`src/chbs_pkg.sv`:
```
// constants for the card host bus setup sequencer
package chbs_pkg;
    // clock rate and derived timing counts
    localparam int unsigned CLK_PERIOD_NS   = 5;
    localparam int unsigned STABLE_TIME_NS  = 1000;   // internal clock settle time
    localparam int unsigned STABLE_CYCLES   = (STABLE_TIME_NS + CLK_PERIOD_NS - 1) / CLK_PERIOD_NS;
    localparam int unsigned STABLE_CNT_W    = 8;
    // register byte addresses
    localparam int unsigned ADDR_W          = 8;
    localparam logic [7:0]  ADDR_CLK        = 8'h00;
    localparam logic [7:0]  ADDR_PWR        = 8'h04;
    localparam logic [7:0]  ADDR_HOST       = 8'h08;
    localparam logic [7:0]  ADDR_TOUT       = 8'h0C;
    localparam logic [7:0]  ADDR_INT        = 8'h10;
    localparam logic [7:0]  ADDR_INT_EN     = 8'h14;
    localparam logic [7:0]  ADDR_PRES       = 8'h18;
    localparam logic [7:0]  ADDR_CAPS       = 8'h1C;
    // clock control fields
    localparam int unsigned CLK_INT_EN_BIT  = 0;
    localparam int unsigned CLK_STABLE_BIT  = 1;
    localparam int unsigned CLK_CARD_EN_BIT = 2;
    localparam int unsigned CLK_DIV_LSB     = 8;
    localparam int unsigned DIV_W           = 8;
    // power control fields and voltage codes
    localparam int unsigned PWR_ON_BIT      = 0;
    localparam int unsigned PWR_VSEL_LSB    = 1;
    localparam int unsigned VSEL_W          = 3;
    localparam logic [2:0]  VSEL_18         = 3'h5;
    localparam logic [2:0]  VSEL_30         = 3'h6;
    localparam logic [2:0]  VSEL_33         = 3'h7;
    // host control, timeout control
    localparam int unsigned HOST_WIDTH_BIT  = 1;
    localparam int unsigned TOUT_W          = 4;
    localparam int unsigned TOUT_BASE_EXP   = 13;
    localparam logic [3:0]  TOUT_MAX        = 4'hE;
    localparam int unsigned TOUT_CNT_W      = 28;
    // interrupt status and status-enable bits
    localparam int unsigned INT_INS_BIT     = 6;
    localparam int unsigned INT_REM_BIT     = 7;
    localparam int unsigned INT_DTO_BIT     = 20;
    // present state bits
    localparam int unsigned PRES_CMD_BIT    = 0;
    localparam int unsigned PRES_DAT_BIT    = 1;
    localparam int unsigned PRES_CARD_BIT   = 16;
    // capabilities fields
    localparam int unsigned CAP_TFREQ_LSB   = 0;
    localparam int unsigned CAP_TUNIT_BIT   = 7;
    localparam int unsigned CAP_BASE_LSB    = 8;
    localparam int unsigned CAP_V33_BIT     = 24;
    localparam int unsigned CAP_V30_BIT     = 25;
    localparam int unsigned CAP_V18_BIT     = 26;
    // data lane enables and bus responses
    localparam logic [3:0]  LANES_4BIT      = 4'hF;
    localparam logic [3:0]  LANES_1BIT      = 4'h1;
    localparam logic [1:0]  RESP_OKAY       = 2'h0;
    localparam logic [1:0]  RESP_SLVERR     = 2'h2;
    // internal clock sequencer, one-hot
    typedef enum logic [2:0] {
        CLK_OFF  = 3'h1,
        CLK_WAIT = 3'h2,
        CLK_RUN  = 3'h4
    } chbs_clk_state_type;
endpackage

```
`src/chbs_div_if.sv`:
```
// carrier between the sequencer and the card clock divider
`timescale 1ns/10ps
`default_nettype none
interface chbs_div_if;
    logic       run;       // divider may toggle the card clock
    logic [7:0] div_sel;   // half period minus one, in base cycles
    logic       card_clk;  // divided card clock, registered
    modport ctrl (output run, output div_sel, input card_clk);
    modport div  (input run, input div_sel, output card_clk);
endinterface
`default_nettype wire

```
`src/chbs_top.sv`:
```
// card host bus setup sequencer: registers, clock, power, width, timeout
`timescale 1ns/10ps
`default_nettype none
// Contract
// - write one clears presence status flags
// - stable flag rises once clock settles
// - card clock enable starts bus clock
// - clearing card clock enable stops clock
// - voltage and power accepted together
// - width bit selects driven data lanes
// - timeout counter value flags data timeouts
module chbs_top
#(
    parameter logic [5:0] BASE_CLK_MHZ = 6'h32,  // base clock capability
    parameter logic [5:0] TOUT_CLK_FREQ = 6'h10, // timeout clock capability
    parameter logic       TOUT_CLK_MHZ = 1'b1,   // timeout clock unit
    parameter logic [2:0] VOLT_SUPPORT = 3'h1    // 3.3, 3.0, 1.8 support mask
)
(
    input  wire logic                    clk,
    input  wire logic                    reset_n,
    input  wire logic [chbs_pkg::ADDR_W-1:0] s_axi_awaddr,
    input  wire logic                    s_axi_awvalid,
    output logic                         s_axi_awready,
    input  wire logic [31:0]             s_axi_wdata,
    input  wire logic [3:0]              s_axi_wstrb,
    input  wire logic                    s_axi_wvalid,
    output logic                         s_axi_wready,
    output logic [1:0]                   s_axi_bresp,
    output logic                         s_axi_bvalid,
    input  wire logic                    s_axi_bready,
    input  wire logic [chbs_pkg::ADDR_W-1:0] s_axi_araddr,
    input  wire logic                    s_axi_arvalid,
    output logic                         s_axi_arready,
    output logic [31:0]                  s_axi_rdata,
    output logic [1:0]                   s_axi_rresp,
    output logic                         s_axi_rvalid,
    input  wire logic                    s_axi_rready,
    input  wire logic                    card_detect_n,
    input  wire logic                    tmclk,
    input  wire logic                    cmd_inhibit,
    input  wire logic                    data_line_inhibit,
    input  wire logic                    data_busy,
    input  wire logic                    dat_drive_en,
    input  wire logic [3:0]              dat_drive_val,
    output logic                         card_clk_out,
    output logic                         bus_power_out,
    output logic [2:0]                   bus_voltage_out,
    output logic [3:0]                   dat_out,
    output logic [3:0]                   dat_oe_n
);
    import chbs_pkg::*;

    // byte-lane merge for register writes
    function automatic logic [31:0] merge(input logic [31:0] old, input logic [31:0] nw,
                                          input logic [3:0] strb);
        logic [31:0] r;
        r = old;
        for (int i = 0; i < 4; i++)
            if (strb[i])
                r[i*8 +: 8] = nw[i*8 +: 8];
        return r;
    endfunction

    // voltage code supported by this slot
    function automatic logic vsel_ok(input logic [2:0] v);
        return (v == VSEL_33 && VOLT_SUPPORT[0]) || (v == VSEL_30 && VOLT_SUPPORT[1])
            || (v == VSEL_18 && VOLT_SUPPORT[2]);
    endfunction

    chbs_div_if dif();                       // carrier to the divider
    chbs_clk_div u_div (.clk(clk), .reset_n(reset_n), .dif(dif));

    // pin synchronisers, two stages each
    logic [1:0] sync1_q;                     // first stage, read by second only
    logic [1:0] sync2_q;                     // bit1 card present, bit0 timeout clock
    logic       tm_prev_q;                   // previous timeout clock level
    logic       present_prev_q;              // previous card present level
    always_ff @(posedge clk or negedge reset_n)
    begin
        if (!reset_n)
        begin
            sync1_q        <= '0;
            sync2_q        <= '0;
            tm_prev_q      <= 1'b0;
            present_prev_q <= 1'b0;
        end
        else
        begin
            sync1_q        <= {~card_detect_n, tmclk};
            sync2_q        <= sync1_q;
            tm_prev_q      <= sync2_q[0];
            present_prev_q <= sync2_q[1];
        end
    end
    logic card_present;
    logic tm_edge;
    assign card_present = sync2_q[1];
    assign tm_edge      = sync2_q[0] && !tm_prev_q;

    // software-visible state
    logic [31:0]          clk_reg_q, clk_reg_d;      // clock control image
    logic                 pwr_on_q, pwr_on_d;
    logic [VSEL_W-1:0]    vsel_q, vsel_d;
    logic                 width4_q, width4_d;        // 4-bit data mode
    logic [TOUT_W-1:0]    tout_q, tout_d;
    logic [31:0]          int_q, int_d;              // sticky status
    logic [31:0]          int_en_q, int_en_d;        // status enables
    chbs_clk_state_type   cst_q, cst_d;              // internal clock state
    logic [STABLE_CNT_W-1:0] scnt_q, scnt_d;         // settle counter
    logic [TOUT_CNT_W-1:0] tcnt_q, tcnt_d;           // timeout clock edges
    logic                 power_pin_q, power_pin_d;
    logic [3:0]           dout_q, dout_d;
    logic [3:0]           doe_n_q, doe_n_d;
    logic                 bvalid_q, bvalid_d;
    logic [1:0]           bresp_q, bresp_d;
    logic                 rvalid_q, rvalid_d;
    logic [31:0]          rdata_q, rdata_d;
    logic [1:0]           rresp_q, rresp_d;

    logic wr_fire, rd_fire, int_en_bit, stable, ins_evt, rem_evt, dto_hit;
    logic [TOUT_CNT_W-1:0] tlimit;
    logic [3:0] tsel;

    // address and data are taken together, one write outstanding at a time
    assign wr_fire    = s_axi_awvalid && s_axi_wvalid && !bvalid_q;
    assign rd_fire    = s_axi_arvalid && !rvalid_q;
    assign int_en_bit = clk_reg_q[CLK_INT_EN_BIT];
    assign stable     = (cst_q == CLK_RUN);
    assign ins_evt    = card_present && !present_prev_q && int_en_q[INT_INS_BIT];
    assign rem_evt    = !card_present && present_prev_q && int_en_q[INT_REM_BIT];
    // codes above the top step saturate rather than wrap to a short window
    assign tsel       = (tout_q > TOUT_MAX) ? TOUT_MAX : tout_q;
    assign tlimit     = TOUT_CNT_W'(1) << (TOUT_BASE_EXP + tsel);
    assign dto_hit    = data_busy && tm_edge && (tcnt_q == tlimit - 1'b1) &&
                        int_en_q[INT_DTO_BIT];

    // next-state logic for registers, sequencer and bus answers
    always_comb
    begin
        clk_reg_d = clk_reg_q;
        pwr_on_d  = pwr_on_q;
        vsel_d    = vsel_q;
        width4_d  = width4_q;
        tout_d    = tout_q;
        int_d     = int_q;
        int_en_d  = int_en_q;
        cst_d     = cst_q;
        scnt_d    = scnt_q;
        tcnt_d    = tcnt_q;
        bvalid_d  = bvalid_q && !s_axi_bready;
        bresp_d   = bresp_q;
        rvalid_d  = rvalid_q && !s_axi_rready;
        rdata_d   = rdata_q;
        rresp_d   = rresp_q;
        if (wr_fire)
        begin
            bvalid_d = 1'b1;
            bresp_d  = RESP_OKAY;
            case (s_axi_awaddr)
                ADDR_CLK:    clk_reg_d = merge(clk_reg_q, s_axi_wdata, s_axi_wstrb);
                ADDR_PWR:    // both fields land in the same access
                begin
                    if (s_axi_wstrb[0])
                    begin
                        pwr_on_d = s_axi_wdata[PWR_ON_BIT];
                        vsel_d   = s_axi_wdata[PWR_VSEL_LSB +: VSEL_W];
                    end
                end
                ADDR_HOST:   if (s_axi_wstrb[0]) width4_d = s_axi_wdata[HOST_WIDTH_BIT];
                ADDR_TOUT:   if (s_axi_wstrb[0]) tout_d = s_axi_wdata[TOUT_W-1:0];
                ADDR_INT:    int_d = int_q & ~merge(32'h0, s_axi_wdata, s_axi_wstrb);
                ADDR_INT_EN: int_en_d = merge(int_en_q, s_axi_wdata, s_axi_wstrb);
                ADDR_PRES, ADDR_CAPS: ;                       // read-only, write ignored
                default:     bresp_d = RESP_SLVERR;           // unmapped address
            endcase
        end
        // hardware sets win over a clearing write in the same cycle
        if (ins_evt) int_d[INT_INS_BIT] = 1'b1;
        if (rem_evt) int_d[INT_REM_BIT] = 1'b1;
        if (dto_hit) int_d[INT_DTO_BIT] = 1'b1;
        clk_reg_d[CLK_STABLE_BIT] = 1'b0;                     // status bit not stored
        // data timeout: count timeout clock edges while data is awaited
        if (!data_busy || dto_hit)
            tcnt_d = '0;
        else if (tm_edge)
            tcnt_d = tcnt_q + 1'b1;
        // internal clock settles for a fixed time after enable
        case (cst_q)
            CLK_OFF:
            begin
                scnt_d = '0;
                if (int_en_bit) cst_d = CLK_WAIT;
            end
            CLK_WAIT:
            begin
                scnt_d = scnt_q + 1'b1;
                if (!int_en_bit) cst_d = CLK_OFF;
                else if (scnt_q == STABLE_CNT_W'(STABLE_CYCLES - 1)) cst_d = CLK_RUN;
            end
            CLK_RUN:     if (!int_en_bit) cst_d = CLK_OFF;
            default:     cst_d = CLK_OFF;
        endcase
        if (rd_fire)
        begin
            rvalid_d = 1'b1;
            rresp_d  = RESP_OKAY;
            rdata_d  = '0;
            case (s_axi_araddr)
                ADDR_CLK:
                begin
                    rdata_d = clk_reg_q;
                    rdata_d[CLK_STABLE_BIT] = stable;
                end
                ADDR_PWR:    rdata_d[VSEL_W:0] = {vsel_q, pwr_on_q};
                ADDR_HOST:   rdata_d[HOST_WIDTH_BIT] = width4_q;
                ADDR_TOUT:   rdata_d[TOUT_W-1:0] = tout_q;
                ADDR_INT:    rdata_d = int_q;
                ADDR_INT_EN: rdata_d = int_en_q;
                ADDR_PRES:
                begin
                    rdata_d[PRES_CMD_BIT]  = cmd_inhibit;
                    rdata_d[PRES_DAT_BIT]  = data_line_inhibit;
                    rdata_d[PRES_CARD_BIT] = card_present;
                end
                ADDR_CAPS:
                begin
                    rdata_d[CAP_TFREQ_LSB +: 6] = TOUT_CLK_FREQ;
                    rdata_d[CAP_TUNIT_BIT]      = TOUT_CLK_MHZ;
                    rdata_d[CAP_BASE_LSB +: 6]  = BASE_CLK_MHZ;
                    rdata_d[CAP_V33_BIT]        = VOLT_SUPPORT[0];
                    rdata_d[CAP_V30_BIT]        = VOLT_SUPPORT[1];
                    rdata_d[CAP_V18_BIT]        = VOLT_SUPPORT[2];
                end
                default:     rresp_d = RESP_SLVERR;
            endcase
        end
        // pin images: power only with a supported code, lanes by width
        power_pin_d = pwr_on_q && vsel_ok(vsel_q);
        dout_d      = dat_drive_val;
        doe_n_d     = dat_drive_en ? ~(width4_q ? LANES_4BIT : LANES_1BIT) : 4'hF;
    end

    // state registers
    always_ff @(posedge clk or negedge reset_n)
    begin
        if (!reset_n)
        begin
            clk_reg_q   <= '0;
            pwr_on_q    <= 1'b0;
            vsel_q      <= '0;
            width4_q    <= 1'b0;
            tout_q      <= '0;
            int_q       <= '0;
            int_en_q    <= '0;
            cst_q       <= CLK_OFF;
            scnt_q      <= '0;
            tcnt_q      <= '0;
            power_pin_q <= 1'b0;
            dout_q      <= '0;
            doe_n_q     <= 4'hF;
            bvalid_q    <= 1'b0;
            bresp_q     <= RESP_OKAY;
            rvalid_q    <= 1'b0;
            rdata_q     <= '0;
            rresp_q     <= RESP_OKAY;
        end
        else
        begin
            clk_reg_q   <= clk_reg_d;
            pwr_on_q    <= pwr_on_d;
            vsel_q      <= vsel_d;
            width4_q    <= width4_d;
            tout_q      <= tout_d;
            int_q       <= int_d;
            int_en_q    <= int_en_d;
            cst_q       <= cst_d;
            scnt_q      <= scnt_d;
            tcnt_q      <= tcnt_d;
            power_pin_q <= power_pin_d;
            dout_q      <= dout_d;
            doe_n_q     <= doe_n_d;
            bvalid_q    <= bvalid_d;
            bresp_q     <= bresp_d;
            rvalid_q    <= rvalid_d;
            rdata_q     <= rdata_d;
            rresp_q     <= rresp_d;
        end
    end

    // card clock runs only with enable set and the internal clock settled
    assign dif.run         = clk_reg_q[CLK_CARD_EN_BIT] && stable;
    assign dif.div_sel     = clk_reg_q[CLK_DIV_LSB +: DIV_W];
    assign card_clk_out    = dif.card_clk;
    assign bus_power_out   = power_pin_q;
    assign bus_voltage_out = vsel_q;
    assign dat_out         = dout_q;
    assign dat_oe_n        = doe_n_q;
    assign s_axi_awready   = wr_fire;
    assign s_axi_wready    = wr_fire;
    assign s_axi_bvalid    = bvalid_q;
    assign s_axi_bresp     = bresp_q;
    assign s_axi_arready   = rd_fire;
    assign s_axi_rvalid    = rvalid_q;
    assign s_axi_rdata     = rdata_q;
    assign s_axi_rresp     = rresp_q;
endmodule
`default_nettype wire

```
`src/chbs_clk_div.sv`:
```
// card clock divider driven from the base clock
`timescale 1ns/10ps
`default_nettype none
module chbs_clk_div
(
    input  wire logic   clk,
    input  wire logic   reset_n,
    chbs_div_if.div     dif
);
    import chbs_pkg::*;

    logic [DIV_W-1:0] cnt_q;     // base cycles in this half period
    logic [DIV_W-1:0] cnt_d;
    logic             sclk_q;    // card clock level
    logic             sclk_d;

    // next values: held low and parked while not running, so a restart
    // always begins with a full low half period and no runt pulse
    always_comb
    begin
        cnt_d  = cnt_q;
        sclk_d = sclk_q;
        if (!dif.run)
        begin
            cnt_d  = '0;
            sclk_d = 1'b0;
        end
        else if (cnt_q >= dif.div_sel)
        begin
            cnt_d  = '0;
            sclk_d = ~sclk_q;
        end
        else
        begin
            cnt_d = cnt_q + 1'b1;
        end
    end

    // state registers
    always_ff @(posedge clk or negedge reset_n)
    begin
        if (!reset_n)
        begin
            cnt_q  <= '0;
            sclk_q <= 1'b0;
        end
        else
        begin
            cnt_q  <= cnt_d;
            sclk_q <= sclk_d;
        end
    end

    assign dif.card_clk = sclk_q;
endmodule
`default_nettype wire

```
`config.mk`:
```
export PLATFORM = sky130hd
export DESIGN_NAME = chbs_top
export DESIGN_NICKNAME = d
export VERILOG_FILES = /design/src/chbs_pkg.sv /design/src/chbs_div_if.sv /design/src/chbs_top.sv /design/src/chbs_clk_div.sv
export SDC_FILE = /design/constraint.sdc
export NUM_CORES = 1
export LEC_CHECK = 0
export BUFFER_PORTS_ARGS = -buffer_cell sky130_fd_sc_hd__clkbuf_2
export CORE_ASPECT_RATIO = 1.25
export CORE_MARGIN = 8
export CORE_UTILIZATION = 27
export CTS_CLUSTER_DIAMETER = 150
export DETAILED_ROUTE_END_ITERATION = 10
export MAX_ROUTING_LAYER = met4
export PLACE_DENSITY = 0.56
export SLEW_MARGIN = 20
export SYNTH_ARGS = -nofsm -noshare
export SYNTH_HDL_FRONTEND = slang
export SYNTH_SLANG_ARGS = --single-unit
```
`constraint.sdc`:
```
create_clock -name clk -period 2.2 [get_ports clk]
set_clock_uncertainty 0.2 [all_clocks]
set_input_delay 0.22 -clock clk [delete_from_list [all_inputs] [get_ports clk]]
set_output_delay 0.22 -clock clk [all_outputs]
set_load 0.02 [all_outputs]
```
==> impl_metrics.csv, run 1 <==
group,metric,value,unit
placed_design,hpwlAfterDp,17950,um
yosys,synthesis.area,9070,um2
route,vias_per_cell,4.755,
route,met2_length,12650,um
floorplan,die_x,179.9,um
sta,finalHoldViolCount,0,
worst_setup_path,critical-path-max-stage-delay,0.52,ns
grt,grt_pass1_vias,7361,
yosys,avgSynthCellArea,11.31,um2
yosys,synth_seq_cells,201,
route,wl_met1,10820,um
cells_and_area,num-nets-final,1107,
yosys,synth-async-reset-ratio,100.0,%
worst_setup_path,ff2ff_path_depth,7,
worst_setup_path,r2r-start,"tout_q[3]",
yosys,seq_area_frac_synth,55.50,%
route,drt_iter0_drc,317,
clock_network,clk_pin_slew,0.06,ns
cells_and_area,synthToLayoutAreaGrowth,32.78,%
yosys,synth.area.top_cells,"dfrtp_1, mux2_2, nand2_1",
route,route.met3.wl,776,um
pwr,power.total,8258,uW
clock_network,cts_root_buffer,"clkbuf_16",
job,max-cap-violations,0,
route,top_layer,"met4",
clock_network,cts_tree,"yes",
clock_network,insertion_delay,0.51,ns
floorplan,coreArea,33310,um2
worst_setup_path,slowest_stage,"dfrtp_4",
sta,setup_viol,20,
hold_path,hp-class,"input port to async pin",
worst_setup_path,rrSetupSlack,-0.06,ns
worst_setup_path,cp.required,2.43,ns
route,drt-total-wl,24710,um
sta,period_share,102.7,%
worst_setup_path,crit_buf_inv,2,
worst_setup_path,start_kind,"register",
sta,setup_ws,-0.05833,ns
cells_and_area,layout_commonest_cell,"dfrtp_1",
worst_setup_path,cp_max_fo,6,
sta,period_minus_slack,2.258,ns
clock_network,cts_max_level,1,
status,violations,"negative setup slack",
route,firstDrtPassIters,9,
floorplan,start_util,27.23,%
yosys,ys.flop_type,"dfrtp_1",
yosys,netlist_instances,802,
cells_and_area,fillers,3254,
route,ant_nets,0,
worst_setup_path,critPathArrivalTime,2.49,ns
cells_and_area,layout_common_cells,"dfrtp_1, clkbuf_2, mux2_2",
floorplan,die_area,39750,um2
worst_setup_path,cp-end-kind,"register",
worst_setup_path,cp_top_family,"compound AO/OA/AOI/OAI gates",
placed_design,placed_cells,1359,
grt,grt_max_degree,51,
cells_and_area,drive_above_1_share,32.02,%
cells_and_area,layout.cells.non_filler,1464,
yosys,netlist.area_leader.share,54.63,%
floorplan,die_height,220.9,um
grt,grt_pass1_wl,40200,um
grt,antenna_found_initial,1,
yosys,yosys_warnings,0,
pwr,power.leakage,0.005545,uW
grt,overflow,0,
floorplan,num_rows,75,
route,wire_per_inst,16.88,um
sta,max_freq,442.8,MHz
worst_setup_path,worstSetupPathType,"register to register",
status,status,"finished with violations",
clock_network,cts_made_buffers,22,
route,vias,6962,
clock_network,cts_buffer_depth,3,
grt,track_usage,12.60,%
sta,slew_viol_final,0,
pwr,peakVddDrop,0.5004,mV
yosys,yosys.cell_types.count,62,
pwr,power_density,685.7,nW/um2
yosys,synth_edf_count,0,
cells_and_area,fin_util,36.15,%
worst_setup_path,r2r-end,"tcnt_q[1]",
route,drc,0,
yosys,synth_top_area_cell,"dfrtp_1",
placed_design,finalWeightedCongestion,0.8237,
sta,grt_setup_unrepaired,"true",
floorplan,io_pins,123,
sta,setup_tns,-0.3734,ns
sta,whs,0.01585,ns
clock_network,cts_num_sinks,201,
placed_design,portBuffers,120,
worst_setup_path,path_cells,"buf_4, maj3_1, a32oi_1, nor4_2, a41o_2, buf_6, a21oi_1",
-- worst reg2reg max path, cell delays in order, from the launching register on --
cell and delay (ns):
dfrtp_4 0.52, buf_4 0.16, maj3_1 0.35, a32oi_1 0.22
nor4_2 0.08, a41o_2 0.36, buf_6 0.16, a21oi_1 0.13
-- per-stage QoR --
step | setup slack [ns] | area (um2)
5_1_grt | -0.1358 | 12040
2_1_floorplan | 0.01818 | 9084
4_1_cts | 0.001378 | 11790
6_report | -0.05833 | 12040
3_5_place_dp | -0.05702 | 10490
3_3_place_gp | -0.05009 | 10490
-- flip-flops by register name, indices dropped and copies added, names as in the netlist, 3 cells and up --
register	count
bus_voltage_out	3
clk_reg_q	31
cst_q	3
dat_out	4
int_en_q	32
int_q	32
s_axi_rdata	32
scnt_q	8
tcnt_q	28
tout_q	4
u_div.cnt_q	8
-- metal layers --
layer  vias to the layer above  GRT usage (%)
li1                       3313              -
met1                      3499          15.03
met2                       117          21.82
met3                        33          1.885
met4                         0          3.609
met5                         -              -
-- Yosys cell counts (all sizes together) (15+ instances only) --
cell type and number:
a21oi 20, clkbuf 24, nand2 69, nand3 36
o21ai 45, a222oi 21, a21boi 30, inv 20
nor2 64, mux2 73, buf 16, dfrtp 198
xnor2 23, nor3 15, xor2 20
-- area by class of cell --
cell class	count	area (um2)	area share [%]
Multi-Input combinational cell	542	3867	32.11
Inverter	21	82.58	0.6857
Tap cell	423	529.3	4.395
Clock inverter	6	105.1	0.8727
Antenna cell	1	2.502	0.02078
Clock buffer	32	669.4	5.558
Timing Repair Buffer	238	1748	14.51
Sequential cell	201	5039	41.84
-- power breakdown --
group	switching, uW	internal (uW)	total (uW)
Combinational	322	222	544
Sequential	30.6	3750	3780
Clock	1490	2450	3940
Total	1840	6420	8260
-- how the worst max path moves through the flow --
stage          depth (start not counted)  slack [ns]          start        endpoint
2_1_floorplan                          9        0.02      tout_q[0]      tcnt_q[23]
3_3_place_gp                           7       -0.05  clk_reg_q[11]  u_div.cnt_q[0]
3_5_place_dp                           7       -0.06      tout_q[3]       tcnt_q[1]
4_1_cts                                7       0.001      tout_q[1]       tcnt_q[1]
5_1_grt                                9       -0.14      tout_q[3]      tcnt_q[22]
6_report                               7       -0.06      tout_q[3]       tcnt_q[1]
-- kinds of logic (layout without fill, tap and decap cells) --
family / Yosys count / count (layout) / synth area share, %
mux: 82 / 82 / 10.06
buf+inv: 61 / 297 / 3.256
xor+xnor: 43 / 43 / 4.152
other cells: 2 / 5 / 0.08280
simple gates: 247 / 247 / 13.28
fa+ha+maj: 13 / 13 / 1.766
flops: 201 / 201 / 55.50
compound gates: 153 / 153 / 11.91
-- repair_timing --
| item | 4_1_cts | 5_1_grt |
|---|---|---|
| buffers inserted | 0 | 12 |
| endpoints found under the hold margin | 316 | 4 |
| pin swaps | 0 | 17 |
| gates resized for setup | 3 | 40 |
| endpoints found under the setup margin | 31 | 53 |
| hold buffers | 51 | 1 |
| gates cloned | 0 | 2 |
Power figures use the tool's default switching activity.
==> run 2: changes to the inputs <==
--- a/config.mk
+++ b/config.mk
@@ -11,9 +11,10 @@
 export CORE_UTILIZATION = 27
 export CTS_CLUSTER_DIAMETER = 150
 export DETAILED_ROUTE_END_ITERATION = 10
+export HOLD_SLACK_MARGIN = 0.03
 export MAX_ROUTING_LAYER = met4
 export PLACE_DENSITY = 0.56
-export SLEW_MARGIN = 20
+export SETUP_SLACK_MARGIN = 0.05
 export SYNTH_ARGS = -nofsm -noshare
 export SYNTH_HDL_FRONTEND = slang
 export SYNTH_SLANG_ARGS = --single-unit
==> impl_metrics.csv, run 2 (synthesis results as in run 1) <==
group,metric,value,unit
sta,period_minus_slack,2.135,ns
pwr,power.total,8245,uW
pwr,peakVddDrop,0.4711,mV
floorplan,start_util,27.23,%
floorplan,io_pins,123,
clock_network,clk_pin_slew,0.06,ns
placed_design,hpwlAfterDp,17630,um
route,drt-total-wl,24660,um
worst_setup_path,slowest_stage,"dfrtp_1",
clock_network,cts_num_sinks,201,
placed_design,placed_cells,1362,
worst_setup_path,start_kind,"register",
sta,period_share,97.04,%
clock_network,cts_max_level,1,
grt,grt_pass1_wl,39990,um
sta,setup_viol,0,
cells_and_area,drive_above_1_share,31.89,%
route,drc,0,
placed_design,portBuffers,120,
cells_and_area,multiInputGateArea,3852,um2
floorplan,die_x,179.9,um
cells_and_area,synthToLayoutAreaGrowth,32.42,%
sta,slew_viol_final,0,
worst_setup_path,critPathArrivalTime,2.36,ns
route,wire_per_inst,16.83,um
clock_network,cts_buffer_depth,3,
status,status,"finished, final reports clean",
grt,antenna_found_initial,1,
worst_setup_path,r2r-end,"tcnt_q[11]",
clock_network,insertion_delay,0.51,ns
worst_setup_path,cp.required,2.43,ns
route,ant_nets,0,
cells_and_area,layout_common_cells,"dfrtp_1, clkbuf_2, mux2_2",
clock_network,cts_root_buffer,"clkbuf_16",
cells_and_area,fillers,3290,
cells_and_area,register_area,5039,um2
cells_and_area,num-nets-final,1106,
worst_setup_path,cp_max_fo,19,
cells_and_area,layout_commonest_cell,"dfrtp_1",
job,max-cap-violations,0,
sta,whs,0.04786,ns
route,firstDrtPassIters,5,
worst_setup_path,crit_buf_inv,1,
sta,finalHoldViolCount,0,
cells_and_area,fin_util,36.05,%
route,vias_per_cell,4.738,
route,vias,6941,
hold_path,hp-class,"input port to async pin",
worst_setup_path,critical-path-max-stage-delay,0.39,ns
clock_network,cts_tree,"yes",
floorplan,die_height,220.9,um
grt,grt_pass1_vias,7394,
floorplan,coreArea,33310,um2
worst_setup_path,cp-end-kind,"register",
sta,grt_setup_unrepaired,"true",
pwr,power.leakage,0.005553,uW
pwr,power_density,686.5,nW/um2
worst_setup_path,ff2ff_path_depth,7,
worst_setup_path,rrSetupSlack,0.07,ns
worst_setup_path,worstSetupPathType,"register to register",
clock_network,cts_made_buffers,22,
route,drt_iter0_drc,375,
floorplan,die_area,39750,um2
worst_setup_path,path_cells,"or2_1, a21oi_1, o22ai_1, or2_1, a41o_1, buf_12, a21oi_1",
placed_design,finalWeightedCongestion,0.8076,
cells_and_area,layout.cells.non_filler,1465,
floorplan,num_rows,75,
grt,grt_max_degree,54,
worst_setup_path,cp_top_family,"compound AO/OA/AOI/OAI gates",
grt,track_usage,12.50,%
worst_setup_path,r2r-start,"tout_q[1]",
grt,overflow,0,
sta,max_freq,468.4,MHz
==> run 2: per-stage QoR <==
stage | setup slack [ns] | cell area, um2 | setup TNS [ns]
after floorplan | 0.05795 | 9090 | 0
after global placement | 0.01541 | 10560 | 0
after detailed placement | -0.03229 | 10560 | -0.1569
after CTS | 0.05433 | 11860 | 0
after global routing | -0.009901 | 12010 | -0.1399
final | 0.06515 | 12010 | 0
==> run 2: layout make-up <==
type	count	area share (%)
diodes	1	0.02084
clock buffers	33	5.521
clock inverters	7	0.9793
inverters	21	0.6667
multi-input cells	542	32.08
flip-flops and latches	201	41.95
well taps	423	4.407
repair buffers	237	14.38
==> run 2: metal layers <==
layer / wire, um / track usage [%] / vias to the layer above / share of wire (%)
met5: 0 / - / - / 0
met4: 324 / 2.882 / 0 / 1.3
met3: 1060 / 2.033 / 23 / 4.3
met2: 12580 / 21.78 / 150 / 51
met1: 10700 / 14.97 / 3457 / 43
li1: - / - / 3311 / -
==> run 2: worst max path at each step <==
stage	startpoint	endpoint	slack (ns)	cells past startpoint
6_report	tout_q[1]	tcnt_q[11]	0.07	7
5_1_grt	tout_q[1]	tcnt_q[18]	-0.01	8
4_1_cts	tout_q[2]	tcnt_q[19]	0.05	7
3_5_place_dp	clk_reg_q[8]	u_div.cnt_q[2]	-0.03	7
3_3_place_gp	clk_reg_q[8]	u_div.cnt_q[3]	0.02	7
2_1_floorplan	tout_q[2]	tcnt_q[23]	0.06	10
==> run 2: timing repair <==
item                                    CTS  global route
cloned                                    0             0
hold buffers                             50             0
endpoints found under the setup margin   37            42
hold endpoints to repair                317             0
setup buffers                             0            12
pin swaps                                 3             8
resized for setup                         8            16
==> run 2: worst register-to-register path, cell delays in order, from the launching register on <==
cell and delay, ns:
dfrtp_1 0.39, or2_1 0.34, a21oi_1 0.22, o22ai_1 0.11, or2_1 0.25, a41o_1 0.28
buf_12 0.17, a21oi_1 0.11
==> run 2: report_power, final <==
group | internal [uW] | switching [uW] | total [uW]
sequential | 3740 | 28.2 | 3770
combinational | 212 | 313 | 526
clock | 2440 | 1510 | 3950
